File: config.mk
export PLATFORM = sky130hd
export DESIGN_NAME = mfpm_fault_manager
export DESIGN_NICKNAME = d
export VERILOG_FILES = /design/src/rtl/mfpm_pkg.sv /design/src/rtl/mfpm_fault_manager.sv
export SDC_FILE = /design/constraint.sdc
export NUM_CORES = 1
export LEC_CHECK = 0
export BUFFER_PORTS_ARGS = -buffer_cell sky130_fd_sc_hd__buf_2
export CAP_MARGIN = 20
export CORE_MARGIN = 4
export CORE_UTILIZATION = 60
export CTS_BUF_LIST = sky130_fd_sc_hd__clkbuf_8
export DETAILED_ROUTE_END_ITERATION = 10
export PLACE_DENSITY = 0.9
export RECOVER_POWER = 100
export SLEW_MARGIN = 10
export SYNTH_ARGS = -nofsm -noshare
export SYNTH_HDL_FRONTEND = slang
export SYNTH_SLANG_ARGS = --single-unit
File: constraint.sdc
create_clock -name clk -period 9.24 [get_ports clk]
set_clock_uncertainty 0.1 [all_clocks]
set_input_delay 0.924 -clock clk [delete_from_list [all_inputs] [get_ports clk]]
set_output_delay 0.924 -clock clk [all_outputs]
set_load 0.05 [all_outputs]
File: src/rtl/mfpm_pkg.sv
// Package: register map, field layout, timing constants and types of the fault manager
package mfpm_pkg;
   // ==========================================
   // Register byte offsets
   localparam logic [7:0] CTRL_ADDR = 8'h00;
   localparam logic [7:0] LOCKCFG_ADDR = 8'h04;
   localparam logic [7:0] STATUS_ADDR = 8'h08;
   localparam logic [7:0] CMD_ADDR = 8'h0C;
   localparam logic [7:0] SPEEDLIM_ADDR = 8'h10;
   localparam logic [7:0] BEMFLIM_ADDR = 8'h14;
   localparam logic [7:0] CURLIM_ADDR = 8'h18;
   localparam logic [7:0] STATE_ADDR = 8'h1C;
   // ==========================================
   // Control register fields
   localparam int MODE_LSB = 0;
   localparam int RETRY_LSB = 4;
   localparam int OVSPD_EN_BIT = 8;
   localparam int BEMF_EN_BIT = 9;
   localparam int NOMTR_EN_BIT = 10;
   localparam int TMO_EN_BIT = 11;
   localparam int RATE_EN_BIT = 12;
   localparam int STARTUP_LSB = 13;
   localparam int CLR_BIT = 0;
   localparam logic [1:0] STARTUP_POSDET = 2'h2;
   localparam logic [15:0] CTRL_RESET = 16'h0000;
   // ==========================================
   // Status bit positions
   localparam int ST_DRV = 0;
   localparam int ST_OT = 1;
   localparam int ST_OTS = 2;
   localparam int ST_CTRL = 3;
   localparam int ST_LOCK = 4;
   localparam int ST_OVSPD = 5;
   localparam int ST_BEMF = 6;
   localparam int ST_NOMTR = 7;
   localparam int ST_MRAMP = 8;
   localparam int ST_MBEMF = 9;
   localparam int ST_RISE = 10;
   localparam int ST_DECAY = 11;
   localparam int ST_RATE = 12;
   localparam int ST_W = 13;
   // ==========================================
   // Timing
   localparam int CLK_MHZ = 125;
   localparam int NOMTR_MS = 500;
   localparam longint NOMTR_CYC = longint'(NOMTR_MS) * 1000 * CLK_MHZ;
   localparam int RETRY_UNIT_MS = 100;
   localparam longint RETRY_UNIT_CYC = longint'(RETRY_UNIT_MS) * 1000 * CLK_MHZ;
   localparam int TMR_W = 12;
   localparam int POSDET_RATES = 4;
   // Prescale per rate: 10 MHz, 1 MHz, 100 kHz, 10 kHz
   localparam int PRE_10M = 12;
   // ==========================================
   // Types
   typedef enum logic [1:0] {
      MFPM_FET_NORMAL,
      MFPM_FET_OFF,
      MFPM_FET_HIGH,
      MFPM_FET_LOW
   } mfpm_fet_t;
   typedef struct packed {
      logic overSpeed;
      logic bemfMismatch;
      logic lowCurrent;
   } mfpm_lock_in_t;
   typedef struct packed {
      logic active;
      logic riseDone;
      logic rampUp;
      logic pulseCmd;
      logic decayDone;
   } mfpm_posdet_t;
   typedef struct packed {
      logic active;
      logic rampOverflow;
      logic bemfLow;
   } mfpm_meas_t;
endpackage : mfpm_pkg

File: src/rtl/mfpm_fault_manager.sv
// Fault manager: thermal shutdown, motor lock modes, measurement and position-detect faults
//
// Implementation choices: register access over AHB-Lite and the placing of the registers.
`timescale 1ns/1ps
// Notes on behaviour
// - Overtemp: FETs off, pump off, flags, pin
// - Thermal recovery automatic below hysteresis point
// - Shutdown flag held until fault clear
// - Thermal shutdown cannot be disabled
// - Regulator overtemp fully resets all flags
// - Latched lock: pin low, FET state by code
// - Latched lock leaves on clear plus clear
// - Auto lock: pin low, FET state by code
// - Retry expiry resumes, clears lock flags
// - Report only: flags, drivers keep running
// - Code 1xx1 ignores lock events entirely
// - Lock sets controller, lock, cause flags
// - Each lock detector has its own enable
// - Speed above limit gives overspeed lock
// - Back-EMF mismatch above limit gives lock
// - Low current for 500 ms: no motor
// - Measure ramp overflow sets ramp fault
// - Low measured back-EMF sets fault flag
// - Position detect: 12-bit timer, four rates
// - Four overflows give rise/decay timeout faults
// - Early new pulse gives rate fault
// - Position fault: abort, Hi-Z, retry later
module mfpm_fault_manager #(
   parameter longint NOMTR_CYCLES = mfpm_pkg::NOMTR_CYC,
   parameter longint RETRY_UNIT = mfpm_pkg::RETRY_UNIT_CYC
) (
   // Clock and reset
   input wire logic clk,
   input wire logic rst_n,
   // AHB-Lite slave
   input wire logic hsel,
   input wire logic [31:0] haddr,
   input wire logic [1:0] htrans,
   input wire logic hwrite,
   input wire logic [2:0] hsize,
   input wire logic hready,
   input wire logic [31:0] hwdata,
   output logic [31:0] hrdata,
   output logic hreadyout,
   output logic hresp,
   // Analog comparators and estimator inputs (asynchronous)
   input wire logic power_stage_overtemp_shutdown,
   input wire logic tempBelowHyst,
   input wire logic regulatorOvertemp,
   input wire mfpm_pkg::mfpm_lock_in_t lockRaw,
   input wire logic [15:0] speedEstimate,
   input wire logic [15:0] bemfDifference,
   input wire logic [15:0] phaseCurrentMin,
   input wire mfpm_pkg::mfpm_posdet_t posdetRaw,
   input wire mfpm_pkg::mfpm_meas_t measRaw,
   // Power stage and fault pin
   output mfpm_pkg::mfpm_fet_t fetState,
   output logic chargePumpEnable,
   output logic posdetAbort,
   output logic fault_indicator_n_o,
   output logic fault_indicator_n_oe
);
   import mfpm_pkg::*;

   // ==========================================
   // Input synchronisers
   logic [2:0] sync1;
   logic [2:0] sync2;
   logic [7:0] psync1;
   logic [7:0] psync2;
   always_ff @(posedge clk) begin
      sync1 <= {power_stage_overtemp_shutdown, tempBelowHyst, regulatorOvertemp};
      sync2 <= sync1;
      psync1 <= {posdetRaw, measRaw};
      psync2 <= psync1;
   end
   logic otHot;
   logic otCool;
   logic regHot;
   mfpm_posdet_t pd;
   mfpm_meas_t ms;
   assign otHot = sync2[2];
   assign otCool = sync2[1];
   assign regHot = sync2[0];
   assign pd = psync2[7:3];
   assign ms = psync2[2:0];

   // ==========================================
   // AHB-Lite register file
   logic [15:0] ctrl;
   logic [15:0] speedLimit;
   logic [15:0] bemfLimit;
   logic [15:0] currentLimit;
   logic [ST_W-1:0] status;
   logic clearPulse;
   logic wrPend;
   logic [7:0] wrAddr;
   logic [7:0] rdAddr;
   logic rdPend;
   logic accept;
   // Reset of registers and fault state when regulator overheats; bus capture and read data excluded
   logic rstAll;
   assign rstAll = !rst_n || regHot;
   assign accept = hsel && hready && htrans[1];
   assign hreadyout = 1'b1;
   assign hresp = 1'b0;
   // Capture address phase
   always_ff @(posedge clk) begin
      if (!rst_n) begin
         wrPend <= 1'b0;
         rdPend <= 1'b0;
         wrAddr <= 8'h00;
         rdAddr <= 8'h00;
      end else begin
         wrPend <= accept && hwrite;
         rdPend <= accept && !hwrite;
         wrAddr <= haddr[7:0];
         rdAddr <= haddr[7:0];
      end
   end
   // Write data phase; the clear command is a one-cycle pulse, never stored
   always_ff @(posedge clk) begin
      if (rstAll) begin
         ctrl <= CTRL_RESET;
         speedLimit <= 16'hFFFF;
         bemfLimit <= 16'hFFFF;
         currentLimit <= 16'h0000;
         clearPulse <= 1'b0;
      end else begin
         clearPulse <= 1'b0;
         if (wrPend) begin
            if (wrAddr == CTRL_ADDR) begin
               ctrl <= hwdata[15:0];
            end else if (wrAddr == SPEEDLIM_ADDR) begin
               speedLimit <= hwdata[15:0];
            end else if (wrAddr == BEMFLIM_ADDR) begin
               bemfLimit <= hwdata[15:0];
            end else if (wrAddr == CURLIM_ADDR) begin
               currentLimit <= hwdata[15:0];
            end else if (wrAddr == CMD_ADDR) begin
               clearPulse <= hwdata[CLR_BIT];
            end
         end
      end
   end
   logic [3:0] motor_lock_response;
   logic [3:0] lock_retry_time;
   logic [1:0] startup_method;
   assign motor_lock_response = ctrl[MODE_LSB +: 4];
   assign lock_retry_time = ctrl[RETRY_LSB +: 4];
   assign startup_method = ctrl[STARTUP_LSB +: 2];

   // ==========================================
   // Lock detectors
   logic overspeed_event;
   logic bemf_mismatch_event;
   logic motor_absent_event;
   logic [31:0] lowCount;
   assign overspeed_event = ctrl[OVSPD_EN_BIT] && (speedEstimate > speedLimit);
   assign bemf_mismatch_event = ctrl[BEMF_EN_BIT] && (bemfDifference > bemfLimit);
   // No-motor timer; any gap in low current restarts the count
   always_ff @(posedge clk) begin
      if (rstAll || !ctrl[NOMTR_EN_BIT] || phaseCurrentMin >= currentLimit) begin
         lowCount <= 32'h0;
      end else if (lowCount < 32'(NOMTR_CYCLES)) begin
         lowCount <= lowCount + 32'h1;
      end
   end
   assign motor_absent_event = ctrl[NOMTR_EN_BIT] && (lowCount >= 32'(NOMTR_CYCLES));
   logic anyLock;
   logic [2:0] lockCause;
   assign lockCause = {overspeed_event, bemf_mismatch_event, motor_absent_event};
   assign anyLock = |lockCause;

   // ==========================================
   // Mode decode
   logic modeOff;
   logic modeLatch;
   logic modeAuto;
   logic modeReport;
   assign modeOff = motor_lock_response[3] && motor_lock_response[0];
   assign modeLatch = motor_lock_response[3:2] == 2'h0;
   assign modeAuto = motor_lock_response[3:2] == 2'h1;
   assign modeReport = motor_lock_response[3] && !modeOff;
   logic lockEvent;
   assign lockEvent = anyLock && !modeOff;

   // ==========================================
   // Position-detect timing: 12-bit timer stepping at the selected rate
   logic [1:0] rateIdx;
   logic [16:0] preCnt;
   logic [16:0] preMax;
   logic [TMR_W-1:0] pdTimer;
   logic tick;
   logic posdetFault;
   logic pdRunning;
   logic prevRamp;
   logic riseTmo;
   logic decayTmo;
   logic rateFault;
   // Prescale length for each of the four rates
   function automatic logic [16:0] rate_div(input logic [1:0] idx);
      logic [16:0] d;
      d = 17'(PRE_10M);
      for (int i = 0; i < 3; i++) begin
         if (i < int'(idx)) begin
            d = 17'(d * 10);
         end
      end
      return d;
   endfunction : rate_div
   assign preMax = rate_div(rateIdx);
   assign tick = preCnt >= preMax - 17'h1;
   assign pdRunning = pd.active && (startup_method == STARTUP_POSDET);
   always_ff @(posedge clk) begin
      preCnt <= (rstAll || !pdRunning || tick) ? 17'h0 : preCnt + 17'h1;
   end
   // Timer runs per phase; overflow steps to the next slower rate
   always_ff @(posedge clk) begin
      if (rstAll || !pdRunning || posdetFault || pd.rampUp != prevRamp) begin
         pdTimer <= '0;
         rateIdx <= 2'h0;
         riseTmo <= 1'b0;
         decayTmo <= 1'b0;
      end else if ((pd.rampUp && pd.riseDone) || (!pd.rampUp && pd.decayDone)) begin
         pdTimer <= '0;
         rateIdx <= 2'h0;
      end else if (tick) begin
         pdTimer <= pdTimer + 1'b1;
         if (&pdTimer) begin
            if (rateIdx == 2'(POSDET_RATES - 1)) begin
               riseTmo <= ctrl[TMO_EN_BIT] && pd.rampUp;
               decayTmo <= ctrl[TMO_EN_BIT] && !pd.rampUp;
            end else begin
               rateIdx <= rateIdx + 2'h1;
            end
         end
      end
   end
   always_ff @(posedge clk) begin
      prevRamp <= rstAll ? 1'b0 : pd.rampUp;
   end
   assign rateFault = ctrl[RATE_EN_BIT] && pdRunning && pd.pulseCmd && !pd.decayDone;
   assign posdetFault = riseTmo || decayTmo || rateFault;

   // ==========================================
   // Retry timer shared by lock auto-recovery and position-detect retry
   logic [35:0] retryCnt;
   logic retryRun;
   logic retryDone;
   logic [35:0] retryLen;
   assign retryLen = 36'(RETRY_UNIT) * 36'({1'b0, lock_retry_time} + 5'h1);
   assign retryDone = retryRun && (retryCnt >= retryLen - 36'h1);
   always_ff @(posedge clk) begin
      if (rstAll) begin
         retryRun <= 1'b0;
         retryCnt <= '0;
      end else if ((lockEvent && modeAuto) || posdetFault) begin
         retryRun <= 1'b1;
         retryCnt <= '0;
      end else if (retryDone) begin
         retryRun <= 1'b0;
      end else if (retryRun) begin
         retryCnt <= retryCnt + 36'h1;
      end
   end
   // Position-detect abort held until retry runs out
   always_ff @(posedge clk) begin
      if (rstAll) begin
         posdetAbort <= 1'b0;
      end else if (posdetFault) begin
         posdetAbort <= 1'b1;
      end else if (retryDone) begin
         posdetAbort <= 1'b0;
      end
   end

   // ==========================================
   // Lock response state
   logic lockLatched;
   logic lockAuto;
   mfpm_fet_t lockFet;
   always_ff @(posedge clk) begin
      if (rstAll) begin
         lockLatched <= 1'b0;
         lockAuto <= 1'b0;
         lockFet <= MFPM_FET_NORMAL;
      end else if (lockEvent && (modeLatch || modeAuto)) begin
         lockLatched <= modeLatch;
         lockAuto <= modeAuto;
         lockFet <= motor_lock_response[1] ?
            (motor_lock_response[0] ? MFPM_FET_LOW : MFPM_FET_HIGH) : MFPM_FET_OFF;
      end else if (lockLatched && clearPulse && !anyLock) begin
         lockLatched <= 1'b0;
      end else if (lockAuto && retryDone) begin
         lockAuto <= 1'b0;
      end
   end

   // ==========================================
   // Thermal shutdown state; no enable exists
   logic thermalOff;
   always_ff @(posedge clk) begin
      if (rstAll) begin
         thermalOff <= 1'b0;
      end else if (otHot) begin
         thermalOff <= 1'b1;
      end else if (otCool) begin
         thermalOff <= 1'b0;
      end
   end

   // ==========================================
   // Status flags: a set in the same cycle as a clear wins
   logic [ST_W-1:0] setV;
   logic [ST_W-1:0] clrV;
   logic reportHeld;
   assign reportHeld = anyLock;
   always_comb begin
      setV = '0;
      clrV = '0;
      setV[ST_DRV] = otHot;
      setV[ST_OT] = otHot;
      setV[ST_OTS] = otHot;
      if (lockEvent) begin
         setV[ST_CTRL] = 1'b1;
         setV[ST_LOCK] = 1'b1;
         setV[ST_OVSPD] = overspeed_event;
         setV[ST_BEMF] = bemf_mismatch_event;
         setV[ST_NOMTR] = motor_absent_event;
      end
      setV[ST_MRAMP] = ms.active && ms.rampOverflow;
      setV[ST_MBEMF] = ms.active && ms.bemfLow;
      setV[ST_RISE] = riseTmo;
      setV[ST_DECAY] = decayTmo;
      setV[ST_RATE] = rateFault;
      // Driver and temperature flags clear on thermal recovery; shutdown flag waits for clear
      clrV[ST_DRV] = thermalOff && otCool;
      clrV[ST_OT] = thermalOff && otCool;
      if (clearPulse) begin
         clrV = clrV | ST_W'(13'h1F04);
         // Latched lock leaves in this same cycle, so only the live condition holds the flags
         if (!reportHeld) begin
            clrV = clrV | ST_W'(13'h00F8);
         end
      end
      if (lockAuto && retryDone) begin
         clrV = clrV | ST_W'(13'h00F8);
      end
   end
   always_ff @(posedge clk) begin
      if (rstAll) begin
         status <= '0;
      end else begin
         status <= (status & ~clrV) | setV;
      end
   end

   // ==========================================
   // Power stage and pin outputs
   always_ff @(posedge clk) begin
      if (rstAll) begin
         fetState <= MFPM_FET_NORMAL;
         chargePumpEnable <= 1'b1;
         fault_indicator_n_oe <= 1'b0;
      end else begin
         chargePumpEnable <= !thermalOff;
         if (thermalOff || posdetAbort) begin
            fetState <= MFPM_FET_OFF;
         end else if (lockLatched || lockAuto) begin
            fetState <= lockFet;
         end else begin
            fetState <= MFPM_FET_NORMAL;
         end
         fault_indicator_n_oe <= thermalOff || lockLatched || lockAuto;
      end
   end
   assign fault_indicator_n_o = 1'b0;

   // ==========================================
   // Read data phase
   always_ff @(posedge clk) begin
      if (!rst_n) begin
         hrdata <= 32'h0;
      end else if (accept && !hwrite) begin
         if (haddr[7:0] == CTRL_ADDR) begin
            hrdata <= {16'h0, ctrl};
         end else if (haddr[7:0] == STATUS_ADDR) begin
            hrdata <= {19'h0, status};
         end else if (haddr[7:0] == SPEEDLIM_ADDR) begin
            hrdata <= {16'h0, speedLimit};
         end else if (haddr[7:0] == BEMFLIM_ADDR) begin
            hrdata <= {16'h0, bemfLimit};
         end else if (haddr[7:0] == CURLIM_ADDR) begin
            hrdata <= {16'h0, currentLimit};
         end else if (haddr[7:0] == STATE_ADDR) begin
            hrdata <= {26'h0, rateIdx, posdetAbort, thermalOff, lockAuto, lockLatched};
         end else begin
            hrdata <= 32'h0;
         end
      end
   end
endmodule : mfpm_fault_manager

## Yosys cells after proc, flatten, opt, wreduce, memory -nomap -nowiden

Index checks and enable logic that the tools add are counted.

| storage, ports and cells | value |
|---|---|
| register bits | 254 |
| output and inout bits | 40 |
| logic and storage cells | 177 |

| cells by class | value |
|---|---|
| $add $sub $neg | 8 |
| multipliers | 3 |
| magnitude comparators | 10 |
| equal/unequal tests | 14 |
| multiplexer cells | 27 |
| bitwise operators | 12 |
| reductions and logical operators | 72 |

Operators by type and width:

| cell | count |
|---|---|
| 2-to-1 mux 16 bit | 5 |
| == test 8 x 5 -> 1 bit, second input constant | 7 |
| adder 36 x 1 -> 36 bit, second input constant | 1 |
| >= comparator 36 bit | 1 |
| multiplier 17 x 3 -> 16 bit, second input constant | 2 |
| 2-to-1 mux 17 bit | 2 |
| adder 32 x 1 -> 32 bit, second input constant | 1 |
| >= comparator 32 x 26 -> 1 bit, second input constant | 1 |
| greater-than comparator 16 bit | 2 |
| < comparator 32 x 26 -> 1 bit, second input constant | 1 |
| subtractor 29 x 1 -> 30 bit, second input constant | 1 |
| logical AND 1 bit | 26 |
| multiplier 19 x 5 -> 24 bit, first input constant | 1 |
| adder 17 x 1 -> 17 bit, second input constant | 1 |
| >= comparator 17 bit | 1 |
| subtractor 17 x 1 -> 17 bit, second input constant | 1 |
| == test 8 x 4 -> 1 bit, second input constant | 2 |
| >= comparator 16 bit | 1 |
| logical NOT 8 bit | 2 |
| logical OR 1 bit | 16 |
| 2-to-1 mux 8 bit | 2 |
| AND reduction 15 bit | 1 |
| AND reduction 14 bit | 1 |
| bitwise AND 13 bit | 1 |
| other kinds (28) | 66 |

## Logic depth before layout (Yosys ltp)

| depth | value |
|---|---|
| depth in word-level cells | 10 |
| mapped depth | 28 |
| mapped depth without buffers | 26 |

## Least setup slack after synthesis

No wires, ideal clock.

| timing | value |
|---|---|
| path kind | register -> register |
| start point | register ctrl[4] |
| end point | register retryCnt[17] |
| arrival time | 6.446 ns |
| required time | 9.023 ns |
| path slack | 2.577 ns |
| cell stages (with the launch flop) | 29 |
| path buffers | 2 |
| period minus slack after synthesis | 6.663 ns |
| cell sequence | dfxtp_1 > clkbuf_2 > nand3_1 > xor2_1 > inv_1 > ha_1 > ha_1 > inv_1 > fa_1 > inv_1 > ha_1 > a211oi_2 > nor2_1 > xor2_1 > or4b_4 > nand4bb_4 > a211oi_2 > nand3_1 > xnor2_1 > ha_1 > nand4_1 > nor3_1 > a221oi_2 > o211ai_2 > nor4_4 > buf_4 > nand4_1 > xnor2_1 > nor2_1 |

| on the way | value |
|---|---|
| cells in the longest elaborated chain, start to end | 7 |

Ends and longest elaborated chain:

| what | RTL line | RTL |
|---|---|---|
| from (decl) | mfpm_fault_manager.sv:90 | `logic [15:0] ctrl;` |
| from (signal assigned) | mfpm_fault_manager.sv:133 | `ctrl <= hwdata[15:0];` |
| adder 4 x 1 -> 5 bit | mfpm_fault_manager.sv:252 | `assign retryLen = 36'(RETRY_UNIT) * 36'({1'b0, lock_retry_time} + 5'h1);` |
| multiplier 19 x 5 -> 24 bit | mfpm_fault_manager.sv:252 |  |
| subtractor 29 x 1 -> 30 bit | mfpm_fault_manager.sv:253 | `assign retryDone = retryRun && (retryCnt >= retryLen - 36'h1);` |
| >= comparator 36 bit | mfpm_fault_manager.sv:253 |  |
| logical AND 1 bit | mfpm_fault_manager.sv:253 |  |
| NOT 1 bit (no line) | -- |  |
| AND reduction 2 bit (no line) | -- |  |
| to (signal assigned) | mfpm_fault_manager.sv:264 | `retryCnt <= retryCnt + 36'h1;` |
| to (decl) | mfpm_fault_manager.sv:248 | `logic [35:0] retryCnt;` |

Every way passes these cells.
A chain may end at the register's enable or synchronous reset.

## Final worst setup path

| timing | value |
|---|---|
| start point | register ctrl[4] |
| end point | register retryCnt[18] |

The elaborated chain is that of the path after synthesis.

==> metrics.csv <==
stage,metric,value,unit
die,die area,24960,sq um
pwr,clock group share of total power,45.3,%
grt,vias in the first global route,11914,
cells_and_area,"commonest non-fill, non-tap cells in the layout","238 x dfxtp_1, 174 x nand2_1, 144 x ha_1, 115 x nor2_1, 114 x inv_1",
cells_and_area,Fillers,1623,
placement,GP Congestion,0.9659,
cells_and_area,Layout Cells excl Fill,1975,
placement,Port Buf Inserts,109,
setup_path,Worst R2R Setup Slack,1.25,ns
pwr,worst vdd ir,0.1697,mV
worst_hold_path,min-delay src,psync1[6]$_DFF_P_,
cells_and_area,"commonest non-fill, non-tap cell in the layout",dfxtp_1,
pwr,Int Power,1.622,mW
clock_network,CTS tree,built,
routing,DRT Pass-1 Iters,5,
synthesis,Mapped Cells,1559,
clock_network,"CTS clk-pin slew, worst paths",0.06,ns
clock_network,CTS root buf,clkbuf_8,
cells_and_area,layout cells sized above 1,9.982,%
clock_network,H-tree levels,2,
die,Core Rows,54,
cells_and_area,fin area,14990,sq um
cells_and_area,area delta synth->final,11.02,%
die,initial core utilization,61.48,%
placement,placed insts,1907,
clock_network,clock latency on the worst-skew pair,0.54,ns
sta,fin crit share,86.45,%
routing,Via Count,11980,
clock_network,# clock sinks,238,
routing,routed wire length,34240,um
outcome,failing checks,"max-capacitance violations, max-slew violations",
sta,Slew @ Worst Pin,2.056,ns
run,number of max-cap violations,3,
synthesis,"flops & latches, synth",238,
outcome,outcome,finished with violations,
pwr,P_leak,6.538,nW
die,# IOs,176,
setup_path,worst r2r src,ctrl[4]$_SDFFE_PP0P_,
clock_network,Clock Path Buffers,3,
synthesis,asr flop ratio synth,0,%
sta,Final Hold Vio Count,0,
clock_network,total CTS buffers,40,
routing,vias per cell,6.066,
sta,Setup-failing EPs final,0,
setup_path,Top delay family on crit path,adder cells,
grt,aggregate global routing overflow,0,
sta,relative slew slack,-37.05,%
sta,Peak Freq,125.2,MHz
worst_hold_path,Hold Path Cell Cnt,0,
placement,detailed placement HPWL,24850,um
placement,"Cell Area, Placed",14230,sq um
synthesis,Netlist cell types,70,
synthesis,"Top FF cell, synth",dfxtp_1,
cells_and_area,Total Nets Final,1966,
cells_and_area,"Core Util, Final",68.26,%
die,chip width,158,um
routing,DRC,0,
synthesis,"Seq/Total Area, Yosys",35.29,%
pwr,net switching power,0.5035,mW
routing,Initial DRC Count,1004,
setup_path,Reg2Reg Depth,26,
setup_path,Setup crit end,retryCnt[18]$_SDFFE_PP0P_,
pwr,Seq pwr share,49.2,%
synthesis,YS warnings,0,
setup_path,crit path capture type,register,
sta,crit path time final,7.988,ns
synthesis,Synth top area share,35.29,%
setup_path,r2r endpoint,retryCnt[18]$_SDFFE_PP0P_,
setup_path,WP data required,9.59,ns
synthesis,"Cell Area, Synth",13500,sq um
synthesis,Yosys top cell by area,dfxtp_1,
synthesis,Mean Syn Cell Area,8.660,sq um
setup_path,Crit path buffers/inverters,3,
setup_path,kind of critical path,reg -> reg,
clock_network,post-CTS setup buffers,0,
synthesis,"top cells by area, synth","dfxtp_1 35%, ha_1 13%, nand2_1 4.8%",
routing,post-route ant nets,0,
sta,"Slew Viols, Final",119,
setup_path,worst endpoint data arrival time,8.34,ns
sta,RSZ-0062 raised after global routing,false,
die,Die H,158,um
setup_path,crit-path max cell delay,0.58,ns
setup_path,Crit path depth,26,
routing,drt wl/cell,17.34,um
pwr,sw frac,23.69,%
sta,setup_tns,0,ns
setup_path,CP most frequent cell,ha_1,
worst_hold_path,worst hold path type,reg -> reg,
pwr,P per Cell Area,141.8,nW/um^2
die,Core ar.,21960,sq um
setup_path,Critical Path Source Type,register,
setup_path,crit path max-delay cell type,fa_1,
setup_path,worst-path fanout max,14,
pwr,combinational share of power,5.6,%
clock_network,post-cts repair resize count,0,
grt,initial antenna violation count,2,
setup_path,crit path launch,ctrl[4]$_SDFFE_PP0P_,
synthesis,"EDFF count, synth",0,
grt,first-pass GRT wire length,55680,um
grt,GRT Total Usage,27.15,%
grt,pin count of the biggest net entering global routing,51,
clock_network,Post-CTS Hold Buffers,0,
==> state kept, by name, indices dropped and copies added, names as in the netlist, 2 cells and up <==
register and cells:
fetState 2, speedLimit 16, sync2 3, psync2 8, hrdata 16, sync1 3
ctrl 16, lockFet 2, preCnt 17, pdTimer 12, status 13, currentLimit 16
psync1 8, lowCount 32, bemfLimit 16, wrAddr 8, retryCnt 36, rateIdx 2
==> Yosys cell counts, drive strengths merged (10+ instances only) <==
cell type	count
o211ai	48
and2	13
clkbuf	42
nor4	12
o21ai	54
xnor2	43
nand2	174
or3	15
inv	106
a22oi	14
fa	17
ha	144
nor2b	13
nor3	49
a21oi	110
a21o	28
nor3b	10
dfxtp	238
nor2	115
and3	25
buf	37
mux2i	18
nand3	40
nand4	43
o211a	11
xor2	58
==> worst register-to-register path: cells and delay by family (launching register included) <==
kind,cells,cell delay [ns]
xor gates and xnor gates,3,0.80
buffers and inverters,3,0.53
adders and majority gates,6,2.31
DFF,1,0.33
AOI/OAI and AO/OA,7,1.78
and+or+nand+nor,7,2.04
==> power groups by stage <==
stage / Sequential, mW / Clock, mW / Combinational, mW
floorplan: 1.07 / 0 / 0.0707
global placement: 1.07 / 0 / 0.113
detailed placement: 1.07 / 0 / 0.116
CTS: 1.04 / 0.975 / 0.117
global route: 1.04 / 1.02 / 0.128
finish: 1.04 / 0.963 / 0.118
==> how the worst min path moves through the flow <==
stage	to	slack [ns]
after global routing	psync2[7]$_DFF_P_	0.22
after global placement	psync2[7]$_DFF_P_	0.21
after floorplan	psync2[0]$_DFF_P_	0.21
final	psync2[6]$_DFF_P_	0.22
after CTS	psync2[7]$_DFF_P_	0.22
after detailed placement	psync2[0]$_DFF_P_	0.22
==> through the flow <==
stage,power [mW],hold WS (ns),worst slack [ns]
finish,2.126,0.2219,1.252
global route,2.195,0.2212,0.5789
CTS,2.137,0.2176,1.614
detailed placement,1.183,0.2164,1.680
global placement,1.179,0.2132,1.946
floorplan,1.144,0.2096,2.577
==> cell type report <==
cell class | count | area, sq um | share of cell area (%)
Tap cell | 280 | 350.3 | 2.337
Clock inverter | 15 | 120.1 | 0.8014
Multi-Input combinational cell | 1162 | 8054 | 53.74
Inverter | 106 | 397.9 | 2.655
Sequential cell | 238 | 4765 | 31.79
Antenna cell | 2 | 5.005 | 0.03339
Clock buffer | 51 | 701.9 | 4.683
Timing Repair Buffer | 121 | 594.3 | 3.965
==> logic make-up after synthesis <==
group	after synthesis	synth area share [%]
AND/OR/NAND/NOR	537	19.63
AO/OA/AOI/OAI	316	15.36
flip-flops	238	35.29
buffers and inverters	185	5.829
adder cells (fa/ha/maj)	161	15.87
XOR/XNOR	101	6.552
multiplexers	19	1.418
other	2	0.05563
==> per-layer routing <==
metal  global-route usage [%]  wire, um  share of wire, %  vias to the layer above
li1                         -         -                 -                     5653
met1                    32.57     13170                38                     5677
met2                    46.96     16790                49                      515
met3                    4.456      2568               7.5                      135
met4                    13.93      1711               5.0                        0
met5                        0         0                 0                        -
Power figures use the tool's default switching activity.
